**config.mk**
```make
export PLATFORM = sky130hd
export DESIGN_NAME = dod_top
export DESIGN_NICKNAME = d
export VERILOG_FILES = /design/src/shared/dod_pkg.sv /design/src/rtl/dod_half_tick.sv /design/src/rtl/dod_pair_div.sv /design/src/rtl/dod_top.sv
export VERILOG_INCLUDE_DIRS = /design/src /design/src/shared
export SDC_FILE = /design/constraint.sdc
export NUM_CORES = 1
export LEC_CHECK = 0
export ABC_AREA = 1
export ABC_CLOCK_PERIOD_IN_PS = 14010
export BUFFER_PORTS_ARGS = -buffer_cell sky130_fd_sc_hd__buf_2
export CAP_MARGIN = 5
export CORE_ASPECT_RATIO = 1.1
export CORE_MARGIN = 5
export CORE_UTILIZATION = 45
export DETAILED_ROUTE_END_ITERATION = 7
export GPL_ROUTABILITY_DRIVEN = 0
export PLACE_DENSITY = 0.68
export SLEW_MARGIN = 20
export SYNTH_ARGS = -nofsm -noshare
export SYNTH_HDL_FRONTEND = slang
export SYNTH_SLANG_ARGS = --single-unit
```
**constraint.sdc**
```tcl
create_clock -name clk -period 14.01 [get_ports clk]
set_clock_uncertainty 0.15 [all_clocks]
set_input_delay 1.401 -clock clk [delete_from_list [all_inputs] [get_ports clk]]
set_output_delay 1.401 -clock clk [all_outputs]
set_load 0.1 [all_outputs]
```
**src/shared/dod_cfg.svh**
```systemverilog
// constants of the dynamic output delay block: offsets, fields, resets
// assumes an 8-bit byte address on the register port, 32-bit data
`ifndef DOD_CFG_SVH
`define DOD_CFG_SVH

// ----------------------------------------
// register offsets
// ----------------------------------------
`define DOD_CTRL_OFS 8'h00
`define DOD_SYNC_EN_OFS 8'h04
`define DOD_STATUS_OFS 8'h08
`define DOD_SYNC_CMD_OFS 8'h0C
`define DOD_PAIR_BASE_OFS 8'h10

// ----------------------------------------
// field positions
// ----------------------------------------
`define DOD_CTRL_BYPASS_BIT 0
`define DOD_CTRL_PDIV_LSB 4
`define DOD_CTRL_PDIV_MSB 7
`define DOD_CTRL_QSEL_LSB 8
`define DOD_CTRL_QSEL_MSB 10
`define DOD_PAIR_DIV_LSB 0
`define DOD_PAIR_DIV_MSB 10
`define DOD_PAIR_DLY_LSB 16
`define DOD_PAIR_DLY_MSB 21
`define DOD_PAIR_HS_BIT 24
`define DOD_STAT_BUSY_BIT 0
`define DOD_STAT_CNT_LSB 8
`define DOD_STAT_CNT_MSB 15

// ----------------------------------------
// reset values
// ----------------------------------------
`define DOD_CTRL_RST 32'h0000_0001
`define DOD_SYNC_EN_RST 32'h0000_0000
`define DOD_PAIR_DIV_RST 11'h00A
`define DOD_PAIR_DLY_RST 6'h0E
`define DOD_PAIR_HS_RST 1'h1

`endif

```
**src/shared/dod_pkg.sv**
```systemverilog
// types of the dynamic output delay block
// assumes dod_cfg.svh sits beside it on the include path
package dod_pkg;
    localparam int DOD_DIV_W = 11;
    localparam int DOD_DLY_W = 6;

    // one output pair's settings as software holds them
    typedef struct packed {
        logic [DOD_DIV_W-1:0] divide;
        logic [DOD_DLY_W-1:0] delay_count;
        logic half_step;
    } dod_pair_cfg_t;

    // sync sequencer states
    typedef enum logic [0:0] {
        DOD_IDLE,
        DOD_WAIT_QUAL
    } dod_state_t;
endpackage

```
**src/rtl/dod_half_tick.sv**
```systemverilog
// half-step tick source for the distribution path
// assumes clk edges stand for oscillator half-periods
`timescale 1ns/100ps
module dod_half_tick #(
    parameter int PDIV_W = 4
) (
    input wire logic clk, // block clock
    input wire logic rst_n, // synchronised reset, active low
    input wire logic ce, // clock enable, freezes state when low
    input wire logic bypass, // post-divider bypassed
    input wire logic [PDIV_W-1:0] post_div, // oscillator_post_divide
    output logic tick // one half step of the distribution clock
);
    logic [PDIV_W-1:0] cnt_q;
    logic [PDIV_W-1:0] cnt_d;
    logic wrap;

    // a divide of 0 or 1 behaves as bypass, so the tick never stops
    assign wrap = bypass || (post_div <= PDIV_W'(1)) || (cnt_q >= post_div - PDIV_W'(1));
    assign cnt_d = wrap ? '0 : cnt_q + PDIV_W'(1);
    assign tick = ce && wrap;

    // ----------------------------------------
    // post-divider count
    // ----------------------------------------
    always_ff @(posedge clk or negedge rst_n) begin
        if (!rst_n) begin
            cnt_q <= '0;
        end else if (ce) begin
            cnt_q <= cnt_d;
        end
    end
endmodule

```
**src/rtl/dod_pair_div.sv**
```systemverilog
// one output pair's divider with a restartable hold-off
// assumes tick marks one half step of the distribution clock
`timescale 1ns/100ps
module dod_pair_div #(
    parameter int DIV_W = 11,
    parameter int HOLD_W = 7
) (
    input wire logic clk, // block clock
    input wire logic rst_n, // synchronised reset, active low
    input wire logic ce, // clock enable
    input wire logic tick, // half-step tick
    input wire logic [DIV_W-1:0] divide, // pair_output_divide
    input wire logic restart, // pulse: hold off, then restart in phase
    input wire logic [HOLD_W-1:0] hold_len, // hold-off in half steps
    output logic clk_out, // divided output, registered
    output logic rise // pulse: output about to rise
);
    logic [DIV_W:0] ph_q;
    logic [DIV_W:0] ph_d;
    logic [DIV_W:0] half_len;
    logic [DIV_W:0] per_len;
    logic hold_q;
    logic [HOLD_W-1:0] hcnt_q;
    logic at_end;
    logic hold_done;

    // divide of 0 treated as 1 so the output keeps toggling
    assign half_len = (divide == '0) ? (DIV_W+1)'(1) : {1'b0, divide};
    assign per_len = half_len << 1;
    assign at_end = ph_q >= per_len - (DIV_W+1)'(1);
    assign ph_d = at_end ? '0 : ph_q + (DIV_W+1)'(1);
    assign hold_done = hcnt_q <= HOLD_W'(1);
    assign rise = tick && !hold_q && at_end;

    // ----------------------------------------
    // phase and hold-off
    // ----------------------------------------
    // other pairs never see restart, so they run on untouched
    always_ff @(posedge clk or negedge rst_n) begin
        if (!rst_n) begin
            ph_q <= '0;
            hold_q <= 1'b0;
            hcnt_q <= '0;
            clk_out <= 1'b0;
        end else if (ce) begin
            if (restart) begin
                hold_q <= 1'b1;
                hcnt_q <= hold_len;
                clk_out <= 1'b0;
            end else if (tick && hold_q) begin
                if (hold_done) begin
                    hold_q <= 1'b0;
                    ph_q <= '0;
                    clk_out <= 1'b1;
                end else begin
                    hcnt_q <= hcnt_q - HOLD_W'(1);
                end
            end else if (tick) begin
                ph_q <= ph_d;
                clk_out <= ph_d < half_len;
            end
        end
    end
endmodule

```
**src/rtl/dod_top.sv**
```systemverilog
// dynamic output delay: realigns output pairs to a qualifying pair on sync
// assumes a plain register port and a synchronous sync request pin
//
// Operation
// - delay moves in distribution half-period steps
// - delay equals count minus half when flagged
// - feedback-selected pair is the qualifying clock
// - self-qualified pair shifts again each sync
// - new delay applied with minimal output interruption
// - zero-offset value independent of synced divide
// - larger delay holds output off longer
//
// Chosen here: the address-and-strobe port and the register offsets.
`timescale 1ns/100ps
`include "dod_cfg.svh"
module dod_top #(
    parameter int NPAIRS = 7,
    parameter int PDIV_W = 4,
    parameter int CNT_W = 8
) (
    input wire logic clk, // block clock, oscillator half-period ticks
    input wire logic rst_n, // asynchronous reset, active low
    input wire logic ce, // clock enable, freezes all state but the reset release flops when low
    input wire logic sync_req, // synchronisation event pin, one cycle high
    input wire logic [7:0] addr, // register byte address
    input wire logic [31:0] wdata, // register write data
    input wire logic wr, // write strobe
    input wire logic rd, // read strobe
    output logic [31:0] rdata, // read data, valid the cycle after rd
    output logic [NPAIRS-1:0] clk_out, // one output per pair
    output logic busy // sync accepted, waiting for qualifying edge
);
    import dod_pkg::*;

    localparam int HOLD_W = DOD_DLY_W + 1;

    // ----------------------------------------
    // reset release
    // ----------------------------------------
    logic rst_s1_q;
    logic rst_s2_q;
    logic rst_l_n;

    // async assert, release through two flops
    always_ff @(posedge clk or negedge rst_n) begin
        if (!rst_n) begin
            rst_s1_q <= 1'b0;
            rst_s2_q <= 1'b0;
        end else begin
            rst_s1_q <= 1'b1;
            rst_s2_q <= rst_s1_q;
        end
    end
    assign rst_l_n = rst_s2_q;

    // ----------------------------------------
    // register decode
    // ----------------------------------------
    logic [31:0] ctrl_q;
    logic [NPAIRS-1:0] sync_en_q;
    logic [CNT_W-1:0] sync_cnt_q;
    logic [31:0] rdata_d;
    logic wr_ctrl;
    logic wr_sync_en;
    logic wr_sync_cmd;
    logic sel_ctrl;
    logic sel_sync_en;
    logic sel_status;
    logic sel_pair;
    logic [5:0] pair_idx;
    logic pair_hit;
    logic bypass;
    logic [PDIV_W-1:0] post_div;
    logic [2:0] qual_sel;
    dod_pair_cfg_t pair_cfg_q [NPAIRS];
    logic [31:0] pair_rd [NPAIRS];

    assign sel_ctrl = (addr == `DOD_CTRL_OFS);
    assign sel_sync_en = (addr == `DOD_SYNC_EN_OFS);
    assign sel_status = (addr == `DOD_STATUS_OFS);
    assign pair_idx = 6'((addr - `DOD_PAIR_BASE_OFS) >> 2);
    assign pair_hit = (addr >= `DOD_PAIR_BASE_OFS) && (addr[1:0] == 2'h0)
        && (pair_idx < 6'(NPAIRS));
    assign sel_pair = pair_hit && !sel_ctrl;
    assign wr_ctrl = wr && sel_ctrl;
    assign wr_sync_en = wr && sel_sync_en;
    assign wr_sync_cmd = wr && (addr == `DOD_SYNC_CMD_OFS) && wdata[0];
    assign bypass = ctrl_q[`DOD_CTRL_BYPASS_BIT];
    assign post_div = ctrl_q[`DOD_CTRL_PDIV_MSB:`DOD_CTRL_PDIV_LSB];
    assign qual_sel = ctrl_q[`DOD_CTRL_QSEL_MSB:`DOD_CTRL_QSEL_LSB];

    // read mux; unmapped addresses read zero
    always_comb begin
        rdata_d = 32'h0000_0000;
        if (sel_ctrl) begin
            rdata_d = ctrl_q;
        end else if (sel_sync_en) begin
            rdata_d = 32'(sync_en_q);
        end else if (sel_status) begin
            rdata_d[`DOD_STAT_BUSY_BIT] = busy;
            rdata_d[`DOD_STAT_CNT_MSB:`DOD_STAT_CNT_LSB] = 8'(sync_cnt_q);
        end else if (sel_pair) begin
            rdata_d = pair_rd[pair_idx[$clog2(NPAIRS)-1:0]];
        end
    end

    // control registers and read data
    always_ff @(posedge clk or negedge rst_l_n) begin
        if (!rst_l_n) begin
            ctrl_q <= `DOD_CTRL_RST;
            sync_en_q <= NPAIRS'(`DOD_SYNC_EN_RST);
            rdata <= 32'h0000_0000;
        end else if (ce) begin
            if (wr_ctrl) begin
                ctrl_q <= wdata & 32'h0000_07F1;
            end
            if (wr_sync_en) begin
                sync_en_q <= wdata[NPAIRS-1:0];
            end
            rdata <= rd ? rdata_d : 32'h0000_0000;
        end
    end

    // ----------------------------------------
    // half-step tick
    // ----------------------------------------
    logic tick;

    dod_half_tick #(.PDIV_W(PDIV_W)) u_tick (
        .clk(clk),
        .rst_n(rst_l_n),
        .ce(ce),
        .bypass(bypass),
        .post_div(post_div),
        .tick(tick)
    );

    // ----------------------------------------
    // sync sequencer
    // ----------------------------------------
    dod_state_t state_q;
    logic sync_evt;
    logic qual_rise;
    logic launch;
    logic [NPAIRS-1:0] rise;
    logic [NPAIRS-1:0] act_en_q;
    logic [2:0] act_qual_q;

    assign sync_evt = sync_req || wr_sync_cmd;
    // qualifying edge picked by the feedback selection
    assign qual_rise = (act_qual_q < 3'(NPAIRS)) ? rise[act_qual_q] : 1'b0;
    assign launch = (state_q == DOD_WAIT_QUAL) && qual_rise;
    assign busy = (state_q == DOD_WAIT_QUAL);

    // a second event while waiting relatches and keeps waiting
    always_ff @(posedge clk or negedge rst_l_n) begin
        if (!rst_l_n) begin
            state_q <= DOD_IDLE;
            act_en_q <= '0;
            act_qual_q <= 3'h0;
            sync_cnt_q <= '0;
        end else if (ce) begin
            case (state_q)
                DOD_IDLE: begin
                    if (sync_evt) begin
                        state_q <= DOD_WAIT_QUAL;
                        act_en_q <= sync_en_q;
                        act_qual_q <= qual_sel;
                    end
                end
                DOD_WAIT_QUAL: begin
                    if (sync_evt) begin
                        act_en_q <= sync_en_q;
                        act_qual_q <= qual_sel;
                    end else if (launch) begin
                        state_q <= DOD_IDLE;
                        sync_cnt_q <= sync_cnt_q + CNT_W'(1);
                    end
                end
                default: begin
                    state_q <= DOD_IDLE;
                end
            endcase
        end
    end

    // ----------------------------------------
    // per-pair registers, latch and divider
    // ----------------------------------------
    genvar gi;
    generate
        for (gi = 0; gi < NPAIRS; gi++) begin : g_pair
            logic wr_pair;
            logic [DOD_DLY_W-1:0] lat_cnt_q;
            logic lat_hs_q;
            logic [HOLD_W-1:0] hold_len;

            assign wr_pair = wr && sel_pair && (pair_idx == 6'(gi));
            assign pair_rd[gi] = {7'h00, pair_cfg_q[gi].half_step,
                2'h0, pair_cfg_q[gi].delay_count,
                5'h00, pair_cfg_q[gi].divide};
            // half steps: twice the count, less one when flagged
            assign hold_len = HOLD_W'({lat_cnt_q, 1'b0}) - HOLD_W'(lat_hs_q);

            // software copy; delay and half-step writes take no effect until the next sync, divide writes at once
            always_ff @(posedge clk or negedge rst_l_n) begin
                if (!rst_l_n) begin
                    pair_cfg_q[gi] <= {`DOD_PAIR_DIV_RST, `DOD_PAIR_DLY_RST,
                        `DOD_PAIR_HS_RST};
                    lat_cnt_q <= '0;
                    lat_hs_q <= 1'b0;
                end else if (ce) begin
                    if (wr_pair) begin
                        pair_cfg_q[gi].divide <=
                            wdata[`DOD_PAIR_DIV_MSB:`DOD_PAIR_DIV_LSB];
                        pair_cfg_q[gi].delay_count <=
                            wdata[`DOD_PAIR_DLY_MSB:`DOD_PAIR_DLY_LSB];
                        pair_cfg_q[gi].half_step <= wdata[`DOD_PAIR_HS_BIT];
                    end
                    if (sync_evt) begin
                        lat_cnt_q <= pair_cfg_q[gi].delay_count;
                        lat_hs_q <= pair_cfg_q[gi].half_step;
                    end
                end
            end

            // hold-off counts from the qualifying edge only, never from
            // the pair's own divide, so one value fits every pair
            dod_pair_div #(.DIV_W(DOD_DIV_W), .HOLD_W(HOLD_W)) u_div (
                .clk(clk),
                .rst_n(rst_l_n),
                .ce(ce),
                .tick(tick),
                .divide(pair_cfg_q[gi].divide),
                .restart(launch && act_en_q[gi]),
                .hold_len(hold_len),
                .clk_out(clk_out[gi]),
                .rise(rise[gi])
            );
        end
    endgenerate
endmodule

```
==> run metrics, run 1 <==
Worst slew margin just over 30%; DRC 0; max cap viols 0; Mapped Cells around 3300; Worst EP required 14.31 ns; max-slew violations 0; slew at the pin with the worst max-slew slack just over 1 ns; Vias/cell ~5.3; worst min-delay path class flip-flop to asynchronous set/reset pin; Horiz. Die Dim roughly 240 um; PwrDens roughly 150 nW/um2; Fin. Hold Viols 0; Reg power frac about a third; # rows between 90 and 100; initial drt markers between 1500 and 2000; Cell Area, Placed 26100 um2; CTS Buf Count 45; Setup TNS 0 ns; Leakage around 14 nW; clock sinks around 390; DR WL/cell between 15 and 20 um; ys flop type dfrtp_1; Final Net Count between 3000 and 4000; critical path's largest stage delay 0.72 ns; register area share after synthesis a little under two fifths; RSZ-0062 raised after global routing no; post-CTS setup buffers 0; grt met1 use 30.1%; initial antenna violation count 3; post-route ant nets 0; vias in the first global route 21200; post-route design area approximately 28000 um2; GRT busiest layer met2; Post-CTS Resized 0; First-pass DRT Iterations 6; internal power around 2.5 mW; DR vias ~22000; Area Growth Syn to Fin 9.88%; die area between 60000 and 70000 um2; Worst-path clk slew 0.06 ns; GRT overflow 0; FMAX between 150 and 200 MHz; CORE AREA between 50000 and 60000 um2; Worst Path Arrival 6.14 ns; Port Buf Inserts 62; Net Switching ~1.6 mW; clock buffer depth 3; Avg Inst Size Synth roughly 7.6 um2; largest net degree at the start of global routing roughly 150; first-pass GRT wire length approximately 110000 um; met2 usage in global routing ~37%; GR Util met3 3.35%; CTS tree done; ys async rst share 100%; Net Sw Frac around two fifths; H-tree Lvls 2; Die Ht ~260 um; dpl hpwl ~50000 um; GRT Resource Usage Total 22.5%; VDD IR-drop max approximately 0.000091 V; Starting Density between 40% and 50%; Final Routed Wirelength between 60000 and 70000 um; period utilization a little over two fifths; final setup violation count 0; Min Clock Period, post-route about 5.8 ns; CTS root buf clkbuf_16; Worst setup EP type flip-flop; status complete, no violations; Clock power frac 30.8%; Logic pwr share between 30% and 40%; element type at the critical path start flip-flop; Post-CTS Hold Buffers 0; Yosys reg bits 385; post-layout util around half; worst skew pair latency approximately 0.6 ns; CP max FO 21; CP dominant cell by count nand2_1; Post-Syn Area 25300 um2; Post-synth EDFFs 0; Boundary Pins 86; Yosys warning count 0; CP max stage cell nand2_1; Setup CP Type flip-flop to flip-flop; share of cells above drive strength 1 under 10%; Synth cell types 53; Layout fillers approximately 5400
## through the flow
| stage | setup WS (ns) | total power [mW] | hold WS [ns] | instances |
|---|---|---|---|---|
| after floorplan | 2.41 | 2.55 | 0.181 | 3349 |
| after global placement | 8.31 | 2.86 | 0.183 | 4061 |
| after detailed placement | 8.28 | 2.89 | 0.186 | 4061 |
| after CTS | 8.27 | 4.18 | 0.200 | 4145 |
| after global routing | 7.68 | 4.47 | 0.212 | 4146 |
| final | 8.18 | 4.15 | 0.196 | 4148 |
## final timing paths
check	from	end	slack [ns]	cells after the start
setup / recovery	pair_cfg_q[100]$_DFFE_PN1P_	g_pair[4].u_div.ph_q[11]$_DFFE_PN0P_	8.18	25
hold / removal	rst_l_n$_DFF_PN0_	g_pair[1].u_div.hcnt_q[2]$_DFFE_PN0P_	0.20	0
setup reg to reg	pair_cfg_q[100]$_DFFE_PN1P_	g_pair[4].u_div.ph_q[11]$_DFFE_PN0P_	8.18	25
hold reg to reg	rst_l_n$_DFF_PN0_	g_pair[1].u_div.hcnt_q[2]$_DFFE_PN0P_	0.20	0
max in group asynchronous	rst_l_n$_DFF_PN0_	g_pair[4].u_div.ph_q[7]$_DFFE_PN0P_	11.35	2
min in group clk	rst_s1_q$_DFF_PN0_	rst_l_n$_DFF_PN0_	0.20	0
## worst max-delay path: cells and delay by family (launching register included)
kind / cells / cell delay [ns]
buf+inv: 2 / 0.25
fa+ha+maj: 1 / 0.26
compound gates: 2 / 0.40
flops: 1 / 0.62
xor+xnor: 1 / 0.17
simple gates: 19 / 3.85
## sequential cells by signal, indices dropped and copies added, names as in the netlist, 8 cells and up
name and flops:
ctrl_q 8, rdata 23, sync_cnt_q 8, pair_cfg_q 126
g_pair.u_div.hcnt_q 49, g_pair.u_div.ph_q 84, g_pair.lat_cnt_q 42
## cell usage in the layout, fill, tap and decap left out, types with 10 or more instances in the layout
master / instances
nand2_1: 778
a21oi_1: 182
o22ai_1: 40
dfrtp_1: 341
buf_2: 62
xnor2_1: 51
dfstp_2: 43
nand4_1: 82
clkbuf_16: 46
mux2_2: 22
ha_1: 193
conb_1: 10
xor2_1: 116
o21ai_1: 31
nand3_1: 109
inv_2: 14
clkinv_2: 10
nor2_1: 313
nor3_1: 62
a21o_1: 12
buf_4: 12
inv_1: 456
a211oi_1: 14
o21ai_0: 267
## final cells by class
class	count	area [um2]	area share, %
Multi-Input combinational cell	2384	13300	48.0
Tap cell	744	931	3.35
Clock buffer	57	1250	4.51
Clock inverter	27	363	1.31
Timing Repair Buffer	75	420	1.51
Sequential cell	385	9690	34.9
Antenna cell	3	7.51	0.0270
Inverter	473	1780	6.39
## metal layers
| layer | vias to the layer above | wire, um |
|---|---|---|
| li1 | 10900 | - |
| met1 | 10300 | 30100 |
| met2 | 633 | 32500 |
| met3 | 144 | 4390 |
| met4 | 0 | 2570 |
| met5 | - | 0 |
## power groups by stage
| stage | combinational (mW) | sequential (mW) | clock (mW) |
|---|---|---|---|
| floorplan | 1.15 | 1.40 | 0 |
| global placement | 1.44 | 1.41 | 0 |
| detailed placement | 1.47 | 1.42 | 0 |
| CTS | 1.48 | 1.40 | 1.30 |
| global route | 1.71 | 1.42 | 1.34 |
| finish | 1.47 | 1.40 | 1.28 |
## Yosys cell counts (3+ instances only)
master | count | area share [%]
buf_1 | 7 | 0.10
nand2_1 | 779 | 12
a32oi_1 | 6 | 0.21
o21a_1 | 4 | 0.12
o2111ai_1 | 5 | 0.17
nor4_1 | 9 | 0.22
buf_2 | 37 | 0.73
o311ai_0 | 7 | 0.24
buf_4 | 19 | 0.56
a31o_2 | 3 | 0.10
inv_1 | 456 | 6.8
or2_2 | 5 | 0.12
a211oi_1 | 14 | 0.42
nand4_1 | 82 | 2.0
mux2_2 | 22 | 0.98
xnor2_1 | 51 | 1.8
a21oi_1 | 182 | 3.6
nor2_1 | 313 | 4.6
nor3_1 | 62 | 1.2
nand2_2 | 9 | 0.22
o21ai_0 | 267 | 5.3
clkbuf_1 | 44 | 0.65
xor2_1 | 116 | 4.0
o21ai_1 | 31 | 0.61
nand3b_1 | 4 | 0.12
ha_1 | 193 | 9.6
nand3_4 | 4 | 0.28
o22ai_1 | 40 | 0.99
clkinv_1 | 3 | 0.045
nand3_2 | 3 | 0.12
inv_2 | 14 | 0.21
a31oi_1 | 3 | 0.074
nand3_1 | 109 | 2.2
nor3b_1 | 8 | 0.24
nand4_2 | 3 | 0.15
dfrtp_1 | 342 | 34
nor2_2 | 9 | 0.22
a21o_1 | 12 | 0.36
dfstp_2 | 43 | 4.5
## cells by family after synthesis
| family | count (synthesis) | synth area share (%) |
|---|---|---|
| AND/OR/NAND/NOR | 1407 | 23.7 |
| AO/OA/AOI/OAI | 585 | 12.6 |
| buffers and inverters | 580 | 9.08 |
| XOR/XNOR | 167 | 5.79 |
| multiplexers | 22 | 0.980 |
| other | 2 | 0.0297 |
| adder cells (fa/ha/maj) | 193 | 9.56 |
| flip-flops | 385 | 38.3 |
Power figures use the tool's default switching activity.
==> run 2: changes to the inputs <==
--- a/config.mk
+++ b/config.mk
@@ -7,7 +7,7 @@
 export NUM_CORES = 1
 export LEC_CHECK = 0
 export ABC_AREA = 1
-export ABC_CLOCK_PERIOD_IN_PS = 14010
+export ABC_CLOCK_PERIOD_IN_PS = 4800
 export BUFFER_PORTS_ARGS = -buffer_cell sky130_fd_sc_hd__buf_2
 export CAP_MARGIN = 5
 export CORE_ASPECT_RATIO = 1.1
@@ -15,7 +15,7 @@
 export CORE_UTILIZATION = 45
 export DETAILED_ROUTE_END_ITERATION = 7
 export GPL_ROUTABILITY_DRIVEN = 0
-export PLACE_DENSITY = 0.68
+export PLACE_DENSITY = 0.7
 export SLEW_MARGIN = 20
 export SYNTH_ARGS = -nofsm -noshare
 export SYNTH_HDL_FRONTEND = slang
==> constraint.sdc (replaced) <==
create_clock -name clk -period 4.8 [get_ports clk]
set_clock_uncertainty 0.15 [all_clocks]
set_input_delay 0.48 -clock clk [delete_from_list [all_inputs] [get_ports clk]]
set_output_delay 0.48 -clock clk [all_outputs]
set_load 0.1 [all_outputs]
==> run metrics, run 2 (synthesized netlist as in run 1, its figures left out) <==
DR WL/cell 16.6 um; GRT overflow 0; max cap viols 0; Vias/cell around 5.3; initial drt markers ~1800; first-pass GRT wire length between 100000 and 150000 um; worst min-delay path class input port to asynchronous set/reset pin; die area approximately 61000 um2; Fin. Hold Viols 0; cell count after placement a little over 4000; H-tree Lvls 2; FMAX between 200 and 250 MHz; # rows 91; Area Growth Syn to Fin 11.7%; largest register by flop count pair_cfg_q; status complete, no violations; final setup violation count 0; First-pass DRT Iterations 6; largest net degree at the start of global routing between 100 and 150; Worst EP required about 5.1 ns; most frequent cells in the layout nand2_1, inv_1, dfrtp_1, nor2_1, o21ai_0; Port Buf Inserts 62; vias in the first global route between 20000 and 25000; Layout fillers ~5400; Final Routed Wirelength roughly 70000 um; initial antenna violation count 2; CP top delay family simple AND/OR/NAND/NOR gates; Horiz. Die Dim roughly 240 um; CP max FO 12; Final Net Count around 3700; max-slew violations 0; Die Ht between 200 and 300 um; CORE AREA ~56000 um2; Bufs and invs on worst path 2; critical path's largest stage delay between 0.5 and 0.6 ns; Worst setup EP type flip-flop; GRT Resource Usage Total 22.5%; CTS root buf clkbuf_16; post-layout util 50.5%; CP max stage cell dfstp_2; Min Clock Period, post-route ~4.4 ns; dpl hpwl a little over 50000 um; Largest regs pair_cfg_q (126), g_pair.u_div.ph_q (84), g_pair.u_div.hcnt_q (49); Starting Density between 40% and 50%; Final WS setup around 0.36 ns; Worst slew margin a little under a third; DR vias 22100; Worst-path clk slew approximately 0.060 ns; Place WS 0.193 ns; Leakage around 14 nW; slew at the pin with the worst max-slew slack around 1.0 ns; max reg flops roughly 130; worst skew pair latency slightly below 0.6 ns; Setup CP Type flip-flop to flip-flop; Boundary Pins 86; DRC 0; hold slack 0.0701 ns; CTS Buf Count 45; CTS tree done; CP dominant cell by count nand2_1; element type at the critical path start flip-flop; fin cells about 4200; Worst Path Arrival about 4.8 ns; post-route ant nets 0; VDD IR-drop max 0.000280 V; period utilization 92.4%; PwrDens ~430 nW/um2; commonest non-fill, non-tap cell in the layout nand2_1; share of cells above drive strength 1 10.0%; clock sinks 385; clock buffer depth 3
run 2: worst paths after layout:
path	startpoint	to	slack (ns)	cells past startpoint
worst min register to register	rst_s1_q$_DFF_PN0_	rst_l_n$_DFF_PN0_	0.21	0
worst min-delay path	rst_n	rst_l_n$_DFF_PN0_	0.07	2
max in group asynchronous	rst_l_n$_DFF_PN0_	g_pair[5].u_div.ph_q[3]$_DFFE_PN0P_	2.97	1
worst max-delay path	pair_cfg_q[118]$_DFFE_PN1P_	g_pair[0].u_div.clk_out$_DFFE_PN0P_	0.36	25
min in group clk	rd	rdata[4]$_DFFE_PN0P_	0.18	3
worst max register to register	pair_cfg_q[118]$_DFFE_PN1P_	g_pair[0].u_div.clk_out$_DFFE_PN0P_	0.36	25
run 2: through the flow:
step                setup TNS, ns  instance area [um2]  power, mW
floorplan                       0                25300       7.43
global placement                0                26400       8.42
detailed placement              0                26400       8.52
CTS                             0                28000       12.2
global route               -0.295                28200       13.1
finish                          0                28200       12.2
run 2: final cells by class:
cell class / count / area (um2) / share of cell area [%]
Timing Repair inverter: 1 / 5.00 / 0.0177
Clock buffer: 58 / 1270 / 4.49
Antenna cell: 2 / 5.00 / 0.0177
Sequential cell: 385 / 9690 / 34.3
Multi-Input combinational cell: 2384 / 13400 / 47.5
Clock inverter: 24 / 294 / 1.04
Tap cell: 744 / 931 / 3.30
Timing Repair Buffer: 128 / 833 / 2.95
Inverter: 473 / 1780 / 6.31
run 2: routing by layer:
| metal | vias to the layer above | GRT usage (%) | routed length (um) |
|---|---|---|---|
| li1 | 11000 | - | - |
| met1 | 10300 | 29.9 | 29800 |
| met2 | 615 | 37.6 | 32800 |
| met3 | 132 | 2.91 | 4330 |
| met4 | 0 | 8.74 | 2750 |
| met5 | - | 0 | 0 |
run 2: worst register-to-register path, cell delays in order (launching register included):
cell and delay, ns:
dfstp_2 0.59, nor2_1 0.09, nand2_1 0.08, nor2_1 0.05
a31oi_1 0.28, ha_1 0.30, nand3_1 0.13, nor3_1 0.20
xor2_1 0.22, ha_1 0.27, a21oi_1 0.15, nor2_1 0.05
nor2_1 0.08, nand3_1 0.13, buf_4 0.21, nor3_1 0.28
ha_1 0.20, nand2_1 0.06, nor2_1 0.10, a211oi_1 0.05
o311ai_0 0.32, inv_1 0.08, nand2_1 0.09, nand2_1 0.05
nand2_1 0.06, nand2_1 0.05
run 2: power breakdown:
group / total (mW) / internal [mW] / switching (mW)
clock network: 3.64 / 2.19 / 1.44
registers: 4.09 / 3.66 / 0.430
logic: 4.48 / 1.57 / 2.92
run 2: timing repair:
item                       4_1_cts  5_1_grt
buffers inserted                 0       14
resized for setup                0       28
hold endpoints to repair         2        0
setup endpoints to repair        0      144
hold buffers                     1        0
